**config.mk**
```make
export PLATFORM = sky130hd
export DESIGN_NAME = sll_status_led
export DESIGN_NICKNAME = d
export VERILOG_FILES = /design/src/rtl/sll_pkg.sv /design/src/rtl/sll_sync.sv /design/src/rtl/sll_status_led.sv
export SDC_FILE = /design/constraint.sdc
export NUM_CORES = 1
export LEC_CHECK = 0
export ABC_AREA = 0
export BUFFER_PORTS_ARGS = -buffer_cell sky130_fd_sc_hd__clkbuf_2
export CORE_AREA = 2 2 117 85
export DETAILED_ROUTE_END_ITERATION = 6
export DIE_AREA = 0 0 119 87
export PLACE_DENSITY = 0.66
export SLEW_MARGIN = 20
export SYNTH_ARGS = -nofsm -noshare
export SYNTH_HDL_FRONTEND = slang
export SYNTH_SLANG_ARGS = --single-unit
export TNS_END_PERCENT = 100
```
**constraint.sdc**
```tcl
create_clock -name clk -period 3 [get_ports clk]
set_input_delay 0.3 -clock clk [delete_from_list [all_inputs] [get_ports clk]]
set_output_delay 0.3 -clock clk [all_outputs]
set_load 0.1 [all_outputs]
```
**src/rtl/sll_pkg.sv**
```systemverilog
// constants and types for the status lamp and learning sequencer
package sll_pkg;

	// ------------------------------------------------------------
	// clock and base tick
	// ------------------------------------------------------------
	localparam int CLK_HZ       = 200_000_000; // core clock rate
	localparam int MS_PER_S     = 1000;        // milliseconds per second
	localparam int MS_CYCLES    = CLK_HZ / MS_PER_S; // cycles per ms tick
	localparam int TICK_W       = 18;          // ms divider width

	// ------------------------------------------------------------
	// lamp timing, in milliseconds
	// ------------------------------------------------------------
	localparam int SLOW_PERIOD_MS  = 2000;     // 0.5 Hz blink period
	localparam int FAST_PERIOD_MS  = 500;      // 2 Hz blink period
	localparam int LEARN_HALF_MS   = 250;      // one half of a result flash
	localparam int HOLD_MS         = 1000;     // both lamps lit after success
	localparam int MS_W            = 11;       // ms counter width

	localparam logic [MS_W-1:0] SLOW_LAST  = MS_W'(SLOW_PERIOD_MS - 1);
	localparam logic [MS_W-1:0] SLOW_HALF  = MS_W'(SLOW_PERIOD_MS / 2);
	localparam logic [MS_W-1:0] FAST_PER   = MS_W'(FAST_PERIOD_MS);
	localparam logic [MS_W-1:0] FAST_HALF  = MS_W'(FAST_PERIOD_MS / 2);
	localparam logic [MS_W-1:0] LEARN_LAST = MS_W'(LEARN_HALF_MS - 1);
	localparam logic [MS_W-1:0] HOLD_LAST  = MS_W'(HOLD_MS - 1);

	// ------------------------------------------------------------
	// flash counts, counted in half phases
	// ------------------------------------------------------------
	localparam int ALT_FLASHES  = 6;           // alternate flashes
	localparam int FAIL_FLASHES = 3;           // yellow flashes on failure
	localparam logic [3:0] ALT_LAST  = 4'(2 * ALT_FLASHES - 1);
	localparam logic [3:0] FAIL_LAST = 4'(2 * FAIL_FLASHES - 1);

	// ------------------------------------------------------------
	// pushbutton timing, in milliseconds
	// ------------------------------------------------------------
	localparam int DEBOUNCE_MS  = 20;          // contact bounce filter
	localparam int LONG_MS      = 1000;        // hold for bus mode
	localparam logic [MS_W-1:0] DEBOUNCE_LAST = MS_W'(DEBOUNCE_MS - 1);
	localparam logic [MS_W-1:0] LONG_CNT      = MS_W'(LONG_MS);

	// ------------------------------------------------------------
	// input schemes and sequence states
	// ------------------------------------------------------------
	typedef enum logic [1:0] {
		SCH_POS,                               // pulse position control
		SCH_DOUBLE,                            // preset speed, double key
		SCH_SINGLE,                            // preset speed, single touch
		SCH_NONE                               // inputs unused
	} sll_scheme_t;

	typedef enum logic [1:0] {
		SEQ_IDLE,                              // normal indication
		SEQ_ALT,                               // alternate flashing
		SEQ_HOLD,                              // both lit after success
		SEQ_FAIL                               // yellow flashes after failure
	} sll_seq_t;

endpackage : sll_pkg

```
**src/rtl/sll_sync.sv**
```systemverilog
// two-stage synchroniser for a group of pin inputs
`timescale 1ns/10ps

module sll_sync #(
	parameter int W = 1                        // number of bits
) (
	input  wire logic         clk,
	input  wire logic         rst,
	input  wire logic [W-1:0] asyncIn,         // raw pin levels
	output logic      [W-1:0] syncOut          // safe to read
);

	logic [W-1:0] meta_r;                      // first stage, read only below
	logic [W-1:0] sync_r;                      // second stage

	// ------------------------------------------------------------
	// two flops; nothing but the second stage reads the first
	// ------------------------------------------------------------
	always_ff @(posedge clk) begin
		if (rst) begin
			meta_r <= '0;
			sync_r <= '0;
		end else begin
			meta_r <= asyncIn;
			sync_r <= meta_r;
		end
	end

	assign syncOut = sync_r;

endmodule : sll_sync

```
**src/rtl/sll_status_led.sv**
```systemverilog
// status lamps, pushbutton and discrete input mapping of the drive
//
// Function
// normal operation: green blinks at 0.5 Hz
// communicating: green blinks at 2 Hz
// signal control mode: yellow steadily lit
// bus control mode: yellow kept dark
// fault: only yellow flashes
// learn success: six alternates, both lit 1s
// learn failure: six alternates, three yellow flashes
// short button press starts phase learning
// one second hold then release: bus mode
// double key: forward, reverse, stop, status out
// single touch: inputs step direction, third stops
// pulse position: step, direction, emergency stop, done
// result sequence overrides normal lamp patterns
`timescale 1ns/10ps

module sll_status_led #(
	parameter int MS_TICK_CYCLES = sll_pkg::MS_CYCLES // cycles per ms
) (
	input  wire logic                 clk,
	input  wire logic                 rst,
	input  wire logic                 buttonPin,   // pressed = high
	input  wire logic [2:0]           ctrlPin,     // discrete inputs 1..3
	input  wire sll_pkg::sll_scheme_t scheme,      // input scheme
	input  wire logic                 commActive,  // bus traffic seen
	input  wire logic                 faultActive, // drive fault
	input  wire logic                 moveDone,    // positioning done
	input  wire logic                 learnDone,   // learning finished
	input  wire logic                 learnOk,     // with learnDone
	output logic                      greenLed,    // green lamp on
	output logic                      yellowLed,   // yellow lamp on
	output logic                      learnStart,  // start learning
	output logic                      busMode,     // bus control mode
	output logic                      runEnable,   // motor run
	output logic                      runReverse,  // reverse direction
	output logic                      stepPulse,   // one step
	output logic                      stepDir,     // step direction
	output logic                      eStop,       // emergency stop
	output logic                      statusOut    // fault/completion
);

	// ------------------------------------------------------------
	// input synchronisers and ms tick
	// ------------------------------------------------------------
	logic [3:0]              pinSync;          // button + inputs
	logic [2:0]              in_r;             // previous input levels
	logic [2:0]              inRise;           // input activations
	logic [sll_pkg::TICK_W-1:0] tick_r;        // ms divider
	logic [sll_pkg::TICK_W-1:0] tick_nxt;
	logic                    msTick;           // one-cycle ms enable

	sll_sync #(.W(4)) uSync (
		.clk     (clk),
		.rst     (rst),
		.asyncIn ({buttonPin, ctrlPin}),
		.syncOut (pinSync)
	);

	assign inRise = pinSync[2:0] & ~in_r;
	assign msTick = (tick_r == sll_pkg::TICK_W'(MS_TICK_CYCLES - 1));

	// divider wraps every ms
	always_comb begin
		tick_nxt = msTick ? '0 : tick_r + 1'b1;
	end

	always_ff @(posedge clk) begin
		if (rst) begin
			tick_r <= '0;
			in_r   <= '0;
		end else begin
			tick_r <= tick_nxt;
			in_r   <= pinSync[2:0];
		end
	end

	// ------------------------------------------------------------
	// blink phase generator
	// ------------------------------------------------------------
	logic [sll_pkg::MS_W-1:0] blink_r;         // ms within slow period
	logic [sll_pkg::MS_W-1:0] blink_nxt;
	logic                     slowPh;          // 0.5 Hz phase
	logic                     fastPh;          // 2 Hz phase

	assign slowPh = blink_r < sll_pkg::SLOW_HALF;
	assign fastPh = (blink_r % sll_pkg::FAST_PER) < sll_pkg::FAST_HALF;

	// fast period divides the slow one, so both stay in step
	always_comb begin
		blink_nxt = blink_r;
		if (msTick) begin
			blink_nxt = (blink_r == sll_pkg::SLOW_LAST) ? '0
			            : blink_r + 1'b1;
		end
	end

	always_ff @(posedge clk) begin
		if (rst) blink_r <= '0;
		else     blink_r <= blink_nxt;
	end

	// ------------------------------------------------------------
	// pushbutton: debounce, hold timing, press decode
	// ------------------------------------------------------------
	logic                     btn_r, btn_nxt;  // debounced level
	logic [sll_pkg::MS_W-1:0] db_r, db_nxt;    // bounce filter count
	logic [sll_pkg::MS_W-1:0] hold_r, hold_nxt; // ms held, saturating
	logic                     learnStart_r, learnStart_nxt;
	logic                     busMode_r, busMode_nxt;
	logic                     btnFall;         // debounced release
	logic                     longHeld;        // held a full second

	assign longHeld = (hold_r >= sll_pkg::LONG_CNT);
	assign btnFall  = msTick && btn_r && !pinSync[3]
	                  && (db_r == sll_pkg::DEBOUNCE_LAST);

	// release decides the kind of press, so a long hold never learns
	always_comb begin
		btn_nxt        = btn_r;
		db_nxt         = db_r;
		hold_nxt       = hold_r;
		learnStart_nxt = 1'b0;
		busMode_nxt    = busMode_r;
		if (msTick) begin
			if (pinSync[3] == btn_r) begin
				db_nxt = '0;
			end else if (db_r == sll_pkg::DEBOUNCE_LAST) begin
				db_nxt  = '0;
				btn_nxt = pinSync[3];
			end else begin
				db_nxt = db_r + 1'b1;
			end
			if (btn_r && !longHeld) hold_nxt = hold_r + 1'b1;
		end
		if (btnFall) begin
			hold_nxt = '0;
			if (longHeld) busMode_nxt = 1'b1;
			else          learnStart_nxt = 1'b1;
		end
	end

	always_ff @(posedge clk) begin
		if (rst) begin
			btn_r        <= 1'b0;
			db_r         <= '0;
			hold_r       <= '0;
			learnStart_r <= 1'b0;
			busMode_r    <= 1'b0;
		end else begin
			btn_r        <= btn_nxt;
			db_r         <= db_nxt;
			hold_r       <= hold_nxt;
			learnStart_r <= learnStart_nxt;
			busMode_r    <= busMode_nxt;
		end
	end

	// ------------------------------------------------------------
	// learning result sequence and lamp drive
	// ------------------------------------------------------------
	sll_pkg::sll_seq_t        seq_r, seq_nxt;
	logic [sll_pkg::MS_W-1:0] seqMs_r, seqMs_nxt;  // ms in half phase, or in the hold
	logic [3:0]               half_r, half_nxt;    // half phase index
	logic                     ok_r, ok_nxt;        // learning outcome
	logic                     green_r, green_nxt;
	logic                     yellow_r, yellow_nxt;
	logic                     halfEnd;             // half phase done

	assign halfEnd = msTick && (seqMs_r == sll_pkg::LEARN_LAST);

	// sequence steps on ms ticks; normal patterns wait behind it
	always_comb begin
		seq_nxt   = seq_r;
		seqMs_nxt = seqMs_r;
		half_nxt  = half_r;
		ok_nxt    = ok_r;
		if (msTick) seqMs_nxt = seqMs_r + 1'b1;
		case (seq_r)
			sll_pkg::SEQ_IDLE: begin
				seqMs_nxt = '0;
				half_nxt  = '0;
				if (learnDone) begin
					seq_nxt = sll_pkg::SEQ_ALT;
					ok_nxt  = learnOk;
				end
			end
			sll_pkg::SEQ_ALT: begin
				if (halfEnd) begin
					seqMs_nxt = '0;
					half_nxt  = half_r + 1'b1;
					if (half_r == sll_pkg::ALT_LAST) begin
						half_nxt = '0;
						seq_nxt  = ok_r ? sll_pkg::SEQ_HOLD
						                : sll_pkg::SEQ_FAIL;
					end
				end
			end
			sll_pkg::SEQ_HOLD: begin
				if (msTick && seqMs_r == sll_pkg::HOLD_LAST) begin
					seq_nxt = sll_pkg::SEQ_IDLE;
				end
			end
			sll_pkg::SEQ_FAIL: begin
				if (halfEnd) begin
					seqMs_nxt = '0;
					half_nxt  = half_r + 1'b1;
					if (half_r == sll_pkg::FAIL_LAST) begin
						seq_nxt = sll_pkg::SEQ_IDLE;
					end
				end
			end
			default: seq_nxt = sll_pkg::SEQ_IDLE;
		endcase
	end

	// lamp choice; priority is sequence, then fault, then mode
	always_comb begin
		green_nxt  = 1'b0;
		yellow_nxt = 1'b0;
		case (seq_r)
			sll_pkg::SEQ_ALT: begin
				green_nxt  = !half_r[0];
				yellow_nxt = half_r[0];
			end
			sll_pkg::SEQ_HOLD: begin
				green_nxt  = 1'b1;
				yellow_nxt = 1'b1;
			end
			sll_pkg::SEQ_FAIL: begin
				yellow_nxt = !half_r[0];
			end
			default: begin
				if (faultActive) begin
					yellow_nxt = slowPh;
				end else begin
					green_nxt  = commActive ? fastPh
					                        : slowPh;
					yellow_nxt = !busMode_r;
				end
			end
		endcase
	end

	always_ff @(posedge clk) begin
		if (rst) begin
			seq_r    <= sll_pkg::SEQ_IDLE;
			seqMs_r  <= '0;
			half_r   <= '0;
			ok_r     <= 1'b0;
			green_r  <= 1'b0;
			yellow_r <= 1'b0;
		end else begin
			seq_r    <= seq_nxt;
			seqMs_r  <= seqMs_nxt;
			half_r   <= half_nxt;
			ok_r     <= ok_nxt;
			green_r  <= green_nxt;
			yellow_r <= yellow_nxt;
		end
	end

	// ------------------------------------------------------------
	// discrete input schemes
	// ------------------------------------------------------------
	logic run_r, run_nxt;                        // motor running
	logic rev_r, rev_nxt;                        // reverse selected
	logic step_r, step_nxt;                      // step pulse
	logic dir_r, dir_nxt;                        // step direction
	logic stop_r, stop_nxt;                      // emergency stop
	logic stat_r, stat_nxt;                      // fault/completion

	// stop input always wins over a run request in the same cycle
	always_comb begin
		run_nxt  = run_r;
		rev_nxt  = rev_r;
		step_nxt = 1'b0;
		dir_nxt  = dir_r;
		stop_nxt = 1'b0;
		stat_nxt = faultActive || moveDone;
		case (scheme)
			sll_pkg::SCH_POS: begin
				run_nxt  = 1'b0;
				dir_nxt  = pinSync[1];
				stop_nxt = pinSync[2];
				step_nxt = inRise[0] && !pinSync[2];
			end
			sll_pkg::SCH_DOUBLE: begin
				if (inRise[2]) begin
					run_nxt = 1'b0;
				end else if (inRise[0]) begin
					run_nxt = 1'b1;
					rev_nxt = 1'b0;
				end else if (inRise[1]) begin
					run_nxt = 1'b1;
					rev_nxt = 1'b1;
				end
			end
			sll_pkg::SCH_SINGLE: begin
				if (inRise[2]) begin
					run_nxt = 1'b0;
				end else if (inRise[0]) begin
					run_nxt = 1'b1;
					rev_nxt = run_r ? !rev_r : 1'b0;
				end else if (inRise[1]) begin
					run_nxt = 1'b1;
					rev_nxt = run_r ? !rev_r : 1'b1;
				end
			end
			default: run_nxt = 1'b0;
		endcase
	end

	always_ff @(posedge clk) begin
		if (rst) begin
			run_r  <= 1'b0;
			rev_r  <= 1'b0;
			step_r <= 1'b0;
			dir_r  <= 1'b0;
			stop_r <= 1'b0;
			stat_r <= 1'b0;
		end else begin
			run_r  <= run_nxt;
			rev_r  <= rev_nxt;
			step_r <= step_nxt;
			dir_r  <= dir_nxt;
			stop_r <= stop_nxt;
			stat_r <= stat_nxt;
		end
	end

	// ------------------------------------------------------------
	// outputs
	// ------------------------------------------------------------
	assign greenLed   = green_r;
	assign yellowLed  = yellow_r;
	assign learnStart = learnStart_r;
	assign busMode    = busMode_r;
	assign runEnable  = run_r;
	assign runReverse = rev_r;
	assign stepPulse  = step_r;
	assign stepDir    = dir_r;
	assign eStop      = stop_r;
	assign statusOut  = stat_r;
endmodule : sll_status_led

```
Word level (Yosys, flattened, before mapping)
Index checks and enable logic that the tools add are counted.
Word-level totals
  logic and storage cells: 128
  register bits after elaboration: 91
  input bits: 13
  output and inout port bits: 10
Operators by class
  eq/ne operators: 23
  order comparisons: 3
  mux-type cells: 34
  div/mod/pow operators: 1
  $add $sub $neg: 6
  bitwise gates (word level): 6
  reduce and logical (&&, ||, !) cells: 33
Operator list (number)
  2-to-1 mux 11 bit: 5
  adder 11 x 1 -> 11 bit (second input constant): 4
  one-hot mux 11 bit (2 select lines): 1
  adder 18 x 1 -> 18 bit (second input constant): 1
  equality test 18 bit (second input constant): 1
  != test 2 bit (second input constant): 8
  2-to-1 mux 1 bit: 14
  2-to-1 mux 2 bit: 6
  2-to-1 mux 4 bit: 3
  one-hot mux 4 bit (3 select lines): 1
  OR reduction 2 bit: 6
  equality test 11 x 10 -> 1 bit (second input constant): 1
  equality test 11 bit (second input constant): 1
  equality test 11 x 5 -> 1 bit (second input constant): 1
  equality test 11 x 8 -> 1 bit (second input constant): 1
  greater-or-equal comparator 11 x 10 -> 1 bit (second input constant): 1
  less-than comparator 11 x 10 -> 1 bit (second input constant): 1
  less-than comparator 11 x 8 -> 1 bit (second input constant): 1
  modulo 11 x 9 -> 11 bit (second input constant): 1
  one-hot mux 2 bit (4 select lines): 1
  logical AND 1 bit: 7
  equality test 2 bit (second input constant): 3
  zero test 1 bit: 6
  != test 3 bit (second input constant): 2
  19 further kinds: 29

Logic depth before layout (Yosys ltp)
Gate-level depths: netlist of run 1.
  word-level depth: 6
  gate-level depth with buffers: 11
  gate-level depth less buffers: 10

Cells and area by module
Synthesis of run 1 repeated with hierarchy kept, for this count alone.
Second synthesis, totals
  cells, all modules: 549
  area, all modules: 4624.4 µm²
By module, submodules not included
  sll_status_led: area an instance 4414.2 µm², sequential area each 1661.6 µm², times used 1, cells an instance 533
  sll_sync: area an instance 210.2 µm², sequential area each 160.2 µm², times used 1, cells an instance 16

Worst setup path after synthesis of run 1
Ideal clock, no wire load.
  path kind: flip-flop to flip-flop
  start point: register blink_r[5] (netlist name)
  end point: register green_r (netlist: greenLed)
  period minus slack after synthesis: 2.534 ns
  data required time: 2.885 ns
  arrival time: 2.418 ns
  path slack: 0.466 ns
  cell stages (with the launch flop): 12
  buffers on the path: 1
  library setup time: 0.115 ns
  cells stage by stage: dfxtp_1 > clkbuf_1 > inv_1 > ha_1 > and4bb_4 > o2111ai_2 > nand3_1 > o22ai_1 > nor2_1 > nor4_2 > mux2i_1 > a31o_1
Between the ends
  cells in the longest elaborated chain, start to end: 5
  elaborated cells on any way between the ends: 6
  classes of those cells: div (1); order compare (2); mux (3)
Ends and longest elaborated chain
  from (decl): RTL line sll_status_led.sv:82  | logic [sll_pkg::MS_W-1:0] blink_r;
  from (signal assigned): RTL line sll_status_led.sv:101  | else blink_r <= blink_nxt;
  modulo 11 x 9 -> 11 bit: RTL line sll_status_led.sv:88  | assign fastPh = (blink_r % sll_pkg::FAST_PER) < sll_pkg::FAST_HALF;
  less-than comparator 11 x 8 -> 1 bit: RTL line sll_status_led.sv:88
  2-to-1 mux 1 bit (*): RTL line sll_status_led.sv:238  | green_nxt = commActive ? fastPh
  2-to-1 mux 1 bit (*): RTL line sll_status_led.sv:235  | if (faultActive) begin
  one-hot mux 1 bit (3 select lines) (*): RTL line sll_status_led.sv:222  | case (seq_r)
  to (signal assigned): RTL line sll_status_led.sv:259  | green_r <= green_nxt;
  to (decl): RTL line sll_status_led.sv:167  | logic green_r, green_nxt;
Every way passes the cells marked *; elsewhere a longest branch is shown, timed or not.
A chain may end at the register's enable or synchronous reset.

Worst setup path in the final report of run 1
  start point: register blink_r[4] (netlist name)
  end point: register green_r (netlist: greenLed)
The elaborated chain is that of the path after synthesis.

==> metrics.txt, run 1 <==
status=finished, final reports clean; area leader, netlist=dfxtp_1; Final #Nets=around 580; row cnt=30; Setup TNS Final=0 ns; power share of the clock group=48.9%; final cycle utilization of the critical path=84.3%; Cell variety after synth=between 60 and 70; Post-synth top cells=dfxtp_1 (91), nor2_1 (78), nand2_1 (43); post_cts resized=0; Cell Int Power=0.00210 W; Seq pwr share=46.8%; cell family with most CP delay=simple AND/OR/NAND/NOR gates; area growth from synthesis to layout=12.1%; number of flops mapped to enable cells by yosys=0; Fmax=395 MHz; Via density=5.33; initial antenna violation count=0; first-pass GRT wire length=15,100 um; fin util=54.4%; vias in the first global route=3,246; Top cell by count, worst path=mux2i_1; Routed WL per cell=13.3 um; CP max stage cell=dfxtp_1; ranking of synthesized cells by area=dfxtp_1 (40%), nor2_1 (6.5%), xor2_1 (5.8%); CTS tree=built; total gr overflow=0; Ant. Diodes=0; Post-Synthesis Net Count=roughly 560; Clock transition at path regs=0.06 ns; fill count=835; GPL Wtd Cong=0.910; kind of critical path=flop to flop; worst path cell trace=ha_1 -> and4bb_4 -> nor3_1 -> a211oi_2 -> and3b_1 -> mux2i_1 -> nor4_2 -> mux2i_1 -> a31o_1; sequential fraction of the synthesis area=between 40% and 50%; drt drc=0; DR pass1 iterations=4; Slew Limit Fails=0; Sequential Area=1820 um^2; Switch Pwr=0.000550 W; crit path max fanout=10; post-route cell area=between 5000 and 6000 um^2; Comb power frac=4.3%; via count=3,623; Pleak=1.95 nW; Worst Hold Margin=0.176 ns; Setup Skew=0.00369 ns; largest net degree at the start of global routing=23; Total Routing Usage GR=between 10% and 20%; Mapped Cells=532; FFs w/ async S/R, synth=0%; Multi-input gate area=2530 um^2; share of layout cells above drive strength 1=10.9%; Worst slew margin=52.9%; Crit path required time=3.23 ns; Hold Vio Cnt, Final=0; setup violators final=0; # IOs=23; total of max-cap violations=0; CTS Hold Buffers Added=0; CP peak stage delay=0.51 ns; pwr dens=521 nW/um^2; DP Area=4730 um^2; die area=10,400 um^2; core area=9350 um^2; Port Buf Inserts=22; Post-DRT Antenna Nets=0; minimum clock period=2.53 ns; clk root buf=clkbuf_16; most frequent cell after synthesis=dfxtp_1; Setup crit start kind=flop; Starting Density=48.5%; hpwl dp=6550 um; Worst Setup End Kind=flop; Num CTS Buffers=9; HP Class=primary input to flop; Synth top area share=between 40% and 50%; ys flop type=dfxtp_1; CTS max path bufs=2; Worst Path Buf+Inv=0; clk sinks=between 90 and 100; Synth Register Bits=91; Ys Warns=0; VDD IR max=0.000352 V; Synth Cell Area=4530 um^2; Worst Max-Slew Pin Slew=0.697 ns; Post-CTS Repair Setup Buffers=0; Die H=around 87 um; initial DRC count=265; Die W=119 um; syn avg cell area=8.52 um^2; WL final=9030 um; # H-tree levels=3; unrepaired setup endpoints after global routing=false; switching power share of the total=20.8%; CP Data Arrival Time=between 2 and 3 ns; Clock Latency Late Sink=0.33 ns
==> layer usage <==
layer / vias up / track usage [%] / wire [um]
li1: 1877 / - / -
met1: 1674 / 25.2 / 4710
met2: 64 / 27.8 / 3910
met3: 8 / 4.97 / 330
met4: 0 / 5.30 / 88
met5: - / 0 / 0
==> registers in the layout (all words and copies together), names as in the netlist, 2 cells and up <==
signal	cells
tick_r	18
half_r	4
uSync.syncOut	4
seqMs_r	11
hold_r	11
in_r	3
uSync.meta_r	4
seq_r	2
blink_r	11
db_r	11
==> kinds of logic (layout without fill, tap and decap cells) <==
| logic type | after synthesis | in the layout | synth area share (%) |
|---|---|---|---|
| AOI/OAI and AO/OA | 81 | 81 | 11.2 |
| and+or+nand+nor | 245 | 245 | 28.8 |
| DFF | 91 | 91 | 40.2 |
| adders and majority gates | 17 | 17 | 4.69 |
| buffers and inverters | 42 | 62 | 3.95 |
| muxes | 9 | 9 | 2.02 |
| xor gates and xnor gates | 47 | 47 | 9.09 |
==> cell type report <==
| cell class | instances | share of cell area (%) |
|---|---|---|
| multi-input combinational | 399 | 49.8 |
| sequential | 91 | 35.9 |
| inverter | 21 | 1.55 |
| clock buffer | 10 | 4.70 |
| tap | 128 | 3.15 |
| clock inverter | 5 | 2.17 |
| timing repair buffer | 26 | 2.76 |
==> layout by cell type, fill, tap and decap left out, drive strengths merged, types with 5 or more instances in the layout <==
cell	netlist	routed
or3	12	12
nor2	79	79
nand4	16	16
nand2	44	44
nor4	6	6
a21oi	27	27
dfxtp	91	91
and4	5	5
o21ai	26	26
xnor2	17	17
nor2b	11	11
clkbuf	12	32
nand3	25	25
and3	15	15
ha	17	17
mux2i	8	8
xor2	30	30
inv	20	21
nor3	5	5
==> final timing paths <==
| kind | startpoint | end | slack, ns | cells past startpoint |
|---|---|---|---|---|
| max | blink_r[4] | greenLed | 0.47 | 9 |
| min | ctrlPin[0] | uSync.meta_r[0] | 0.18 | 2 |
| max reg2reg | blink_r[4] | greenLed | 0.47 | 9 |
| min reg2reg | hold_r[10] | hold_r[10] | 0.43 | 2 |
==> power groups by stage <==
stage	clock network, W	logic [W]	registers (W)
floorplan	0	0.0000523	0.00130
global placement	0	0.000112	0.00127
detailed placement	0	0.000113	0.00127
CTS	0.00132	0.000114	0.00124
global route	0.00137	0.000123	0.00124
finish	0.00129	0.000113	0.00124
==> metrics by stage <==
step | setup WS (ns) | power, W | instances
2_1_floorplan | 0.466 | 0.00135 | 532
3_3_place_gp | 0.595 | 0.00138 | 665
3_5_place_dp | 0.540 | 0.00138 | 665
4_1_cts | 0.506 | 0.00267 | 680
5_1_grt | 0.248 | 0.00273 | 680
6_report | 0.471 | 0.00265 | 680
Note: power is estimated with default switching activity, not from simulation.
==> run 2, diff against run 1 <==
Settings changed: ABC_AREA 0 to 1, CORE_AREA 2 2 117 85 to 2 2 120 87, DIE_AREA 0 0 119 87 to 0 0 122 89, PLACE_DENSITY 0.66 to 0.69.
Clock period 3 ns to 2.2 ns, I/O delays scaled along.
==> run 2 against run 1 <==
Against the previous run: the flow now finishes with violations (negative setup slack); sequential share of layout area shrank 6.6 points; clock power rose by 22%; fmax rose by 7.0%; synthesized cell count rose by 27%; final cell count grew 34%; global-route usage up 3.1 points; sequential power grew 43%; non-clock buffer count grew 77; critical endpoint unchanged; largest power group is now sequential cells; highest routed layer unchanged.
==> metrics.txt, run 2 <==
status=complete, but fails checks; failing checks=negative setup slack; unrepaired setup endpoints after global routing=true; Synth Cell Area=between 4000 and 5000 um^2; Post-DRT Antenna Nets=0; clk root buf=clkbuf_16; Worst Max-Slew Pin Slew=0.547 ns; hpwl dp=~8100 um; Setup Skew=0.00527 ns; most frequent cell after synthesis=inv_1; row cnt=30; via count=4,585; pwr dens=632 nW/um^2; share of layout cells above drive strength 1=29.1%; Clock transition at path regs=0.06 ns; Pleak=2.73 nW; largest net degree at the start of global routing=20; Synth top area share=38.2%; # IOs=23; Ys Warns=0; area leader, netlist=dfxtp_1; total gr overflow=0; Die H=89 um; crit path max fanout=7; clk sinks=slightly above 90; Total Routing Usage GR=21.3%; kind of critical path=flop to flop; R2R Setup Slk=-0.16 ns; ranking of synthesized cells by area=dfxtp_1 (38%), inv_1 (9.2%), nand2_1 (8.1%); proportion of synthesized area in mux cells=0.210%; vias in the first global route=4,254; core area=~9600 um^2; die area=around 11,000 um^2; Synth Area in Simple Gates=31.5%; Worst Setup End Kind=flop; Cell variety after synth=52; syn avg cell area=roughly 7 um^2; number of flops mapped to enable cells by yosys=0; Post-Synth XOR/XNOR Area=roughly 3.3%; area growth from synthesis to layout=31.1%; # H-tree levels=3; Mapped Cells=roughly 670; worst slack, placed=-0.181 ns; WL final=11,600 um; Crit path required time=2.42 ns; total of max-cap violations=0; first-pass GRT wire length=18,500 um; Worst slew margin=63.7%; most frequent cells in the layout=inv_1 (108), nand2_1 (93), dfxtp_1 (81); Hold Vio Cnt, Final=0; FFs w/ async S/R, synth=0%; final cycle utilization of the critical path=107%; Synth Area in Adders=4.46%; Post-Synthesis Net Count=between 700 and 800; Synth Register Bits=91; Port Buf Inserts=22; Slew Limit Fails=0; setup violators final=1; Via density=5.03; post-route cell area=6260 um^2; most common cell after layout, fill and taps aside=inv_1; CTS tree=built; setup slack after layout=-0.164 ns; largest reg by FF count=tick_r; CP Data Arrival Time=2.59 ns; Ant. Diodes=0; DR pass1 iterations=7; Clock Latency Late Sink=0.34 ns; Final #Nets=between 800 and 900; ys flop type=dfxtp_1; minimum clock period=2.36 ns; max reg flops=18; DP Area=~5500 um^2; Post-synth top cells=inv_1 (117), nand2_1 (103), nor2_1 (94); Die W=122 um; Routed WL per cell=12.7 um; Setup TNS Final=-0.164 ns; complex-gate fraction of the synthesized area=approximately 12%; Num CTS Buffers=9; GPL Wtd Cong=0.887; initial antenna violation count=0; VDD IR max=0.000476 V; Setup crit start kind=flop; sequential fraction of the synthesis area=38.2%; Starting Density=between 40 and 50%; Tot Pwr=0.00396 W; main combinational cell family by area after synthesis=simple AND/OR/NAND/NOR gates; CTS max path bufs=2; HP Class=primary input to flop; drt drc=0; initial DRC count=277; Fmax=423 MHz
## run 2: kinds of logic after synthesis
| logic type | after synthesis |
|---|---|
| and+or+nand+nor | 317 |
| buffers and inverters | 134 |
| AOI/OAI and AO/OA | 95 |
| DFF | 91 |
| xor gates and xnor gates | 18 |
| adders and majority gates | 17 |
| muxes | 1 |
## run 2: path summary, 6_finish.rpt
check	from	endpoint	cells past startpoint
setup / recovery	blink_r[5]	greenLed	19
setup reg to reg	blink_r[5]	greenLed	19
hold reg to reg	uSync.meta_r[1]	uSync.syncOut[1]	2
hold / removal	buttonPin	uSync.meta_r[3]	3
## run 2: metal layers
metal	routed length (um)	vias to the layer above	GRT usage, %
met5	0	-	0
met4	148	0	5.22
met2	5460	89	37.0
met1	5470	2115	27.1
li1	-	2368	-
met3	470	13	4.91
## run 2: critical path, cell delays in order (launching register included)
cell and delay, ns:
dfxtp_2 0.32, inv_2 0.05, ha_2 0.16, inv_2 0.05, nor2_4 0.10, nand3_4 0.10
nand2_4 0.12, nand2_4 0.07, nand2_4 0.11, nand2_8 0.08, nand4_1 0.16, nand4_1 0.19
o21ai_4 0.24, nand2_1 0.08, nand3_1 0.06, nand2_1 0.07, o21bai_1 0.12, nand2_1 0.06
nand2_1 0.06, a21oi_2 0.04
## run 2: where the power goes
group          internal, W  leakage, nW  switching (W)  total [W]
registers          0.00171        0.742      0.0000616    0.00177
logic             0.000206         1.84       0.000409   0.000615
clock network     0.000941        0.153       0.000631    0.00157
## run 2: final cells by class
cell class	count	area, um^2
timing repair buffer	103	734
fill	830	3310
clock buffer	12	256
clock inverter	4	48.8
tap	128	160
multi-input combinational	448	2750
sequential	91	1830
inverter	125	474
## run 2: timing repair
action,in CTS,in global routing
setup buffers,4,11
endpoints found under the setup margin,20,48
hold buffers,0,0
pin swaps,31,29
resized for setup,43,50
## run 2: per-stage QoR
step | util, % | hold slack, ns | instances
2_1_floorplan | - | 0.327 | 673
3_3_place_gp | 57.7 | 0.391 | 880
3_5_place_dp | 57.7 | 0.396 | 880
4_1_cts | 62.6 | 0.0638 | 900
5_1_grt | 65.4 | 0.0605 | 911
6_report | 65.4 | 0.0684 | 911
==> run 3, diff against run 2 <==
Settings changed: SYNTH_HIERARCHICAL set to 1.
==> run 3 against run 2 <==
Against the previous run: the run still ends with negative setup slack left; routed wire length up 10%; synthesized area up 0.31%; sequential cell count unchanged; final cell count up 0.22%; worst setup slack worse by 0.012 ns; sequential power about the same; fmax down 0.50%; clock power about the same; synthesized cell count up 0.30%; cell area up 3.3%; first-iteration DRC count up 41%; worst hold slack worse by 0.0044 ns.
==> metrics.txt, run 3 <==
sequential fraction of the synthesis area=38.0%; syn avg cell area=7.09 um^2; Fmax=421 MHz; Total Routing Usage GR=22.5%; clk root buf=clkbuf_16; drt drc=0; area growth from synthesis to layout=35.0%; Die W=122 um; GPL Wtd Cong=0.861; CP Data Arrival Time=around 2.6 ns; Switch Pwr=0.00111 W; largest net degree at the start of global routing=19; setup violators final=1; max reg flops=18; Synth Register Bits=91; # IOs=23; minimum clock period=about 2.4 ns; switching power share of the total=28.3%; Routed WL per cell=between 10 and 15 um; Cell variety after synth=50; initial DRC count=391; pwr dens=approximately 600 nW/um^2; fill count=~760; row cnt=30; Post-Synthesis Net Count=705; Worst slew margin=a little over half; share of layout cells above drive strength 1=31.1%; most common cell after layout, fill and taps aside=inv_1; VDD IR max=0.000463 V; Comb power frac=15.2%; Clock Latency Late Sink=0.34 ns; Post-synth top cells=inv_1 (111), nand2_1 (99), nor2_1 (97); ys flop type=dfxtp_1; die area=10,900 um^2; CTS max path bufs=2; largest reg by FF count=tick_r; area leader, netlist=dfxtp_1; total of max-cap violations=0; DR pass1 iterations=5; core area=between 9000 and 10,000 um^2; Seq pwr share=approximately 45%; Hold Vio Cnt, Final=0; Worst Max-Slew Pin Slew=0.687 ns; Mapped Cells=675; status=complete, but fails checks; Setup crit start kind=flop; Tot Pwr=0.00394 W; vias in the first global route=about 4.4k; Port Buf Inserts=22; ranking of synthesized cells by area=dfxtp_1 (38%), inv_1 (8.7%), nand2_1 (7.8%); crit path max fanout=6; first-pass GRT wire length=19,700 um; WL final=12,700 um; Synth Cell Area=4790 um^2; HP Class=primary input to flop; Slew Limit Fails=0; Cell Int Power=~0.0028 W; Final #Nets=810; Via density=5.22; Synth top area share=38.0%; most frequent cells in the layout=inv_1 (99), nor2_1 (83), nand2_1 (82); Starting Density=about half; most frequent cell after synthesis=inv_1; unrepaired setup endpoints after global routing=true; number of flops mapped to enable cells by yosys=0; clk sinks=91; Setup TNS Final=-0.175 ns; Setup Skew=around 0.0072 ns; setup slack after layout=-0.175 ns; FFs w/ async S/R, synth=0%; final cycle utilization of the critical path=108%; fin util=67.5%; Post-DRT Antenna Nets=0; Ys Warns=6; # H-tree levels=3; Pleak=~2.9 nW; initial antenna violation count=0; Worst Setup End Kind=flop; Die H=89 um; kind of critical path=flop to flop; Num CTS Buffers=9; Worst Hold Margin=0.0640 ns; failing checks=negative setup slack; via count=4,770; total gr overflow=0; hpwl dp=7770 um; CTS tree=built; Crit path required time=2.42 ns; power share of the clock group=40.0%; Clock transition at path regs=0.06 ns; Ant. Diodes=0
-- run 3: cell types whose count changed after synthesis, sizes merged, moves of 3 or more --
cell	change
a21oi	+10
xor2	+3
nor3	-5
inv	-8
o21a	+3
nor2	+3
nand3	+5
a211oi	-3
nor3b	-4
nand2	-5
-- run 3: logic make-up after synthesis --
group | Yosys count | share of synthesized area (%)
compound gates | 106 | 12.6
xor+xnor | 22 | 4.02
fa+ha+maj | 17 | 4.44
buf+inv | 126 | 10.2
flops | 91 | 38.0
simple gates | 313 | 30.7
-- run 3: power groups by stage --
stage	registers [W]	logic [W]	clock network, W
CTS	0.00177	0.000596	0.00160
finish	0.00177	0.000598	0.00158
global placement	0.00180	0.000564	0
global route	0.00178	0.000658	0.00167
detailed placement	0.00181	0.000582	0
floorplan	0.00190	0.000308	0
-- run 3: final timing paths --
check                                      from                to  slack [ns]  depth (start not counted)
worst max-delay path                 blink_r[4]          greenLed       -0.18                         22
worst min-delay path                 ctrlPin[2]   uSync/meta_r[2]        0.06                          3
worst max register to register       blink_r[4]          greenLed       -0.18                         22
worst min register to register  uSync/meta_r[1]  uSync/syncOut[1]        0.40                          2
-- run 3: per-stage QoR --
step	instances	cell area [um^2]	setup WS (ns)
finish	913	6460	-0.175
global route	913	6460	-0.302
CTS	896	6020	-0.0734
detailed placement	874	5470	-0.132
global placement	874	5470	-0.0501
floorplan	675	4790	0.0168
-- run 3: layout make-up --
class,count,area [um^2],area share [%]
Clock inverter,5,60.1,0.929
Inverter,117,443,6.85
Timing Repair Buffer,103,788,12.2
Sequential cell,91,1840,28.5
Multi-Input combinational cell,458,2920,45.2
Clock buffer,11,243,3.76
Tap cell,128,160,2.48
-- run 3: critical path, stage by stage (launching register included) --
cell and delay, ns:
dfxtp_4 0.38, buf_6 0.11, nand2_1 0.05, nand2_2 0.08, nand3b_4 0.17, nand2_8 0.16
nand2_4 0.08, nand3_4 0.12, nand4_1 0.16, nand2_2 0.12, nand3_2 0.10, inv_2 0.09
nand2_4 0.07, nand2_4 0.08, nand2_2 0.06, nand3_2 0.06, nand2_1 0.05, inv_1 0.05
nand2_1 0.05, nand2_1 0.05, nand2_1 0.04, nand2_1 0.06, a21oi_2 0.05
-- run 3: metal layers --
layer / track usage [%] / part of all wire [%] / vias up
met3: 5.36 / 4.1 / 49
met1: 27.8 / 45 / 2190
met5: 0 / 0 / -
met2: 38.8 / 48 / 131
li1: - / - / 2400
met4: 8.25 / 2.9 / 0
-- run 3: timing repair --
action                     in CTS  in global routing
resized for setup              52                 82
hold buffers                    0                  0
setup buffers                   6                 16
setup endpoints to repair       8                 39
pin swaps                      24                 25
gates cloned                    0                  1
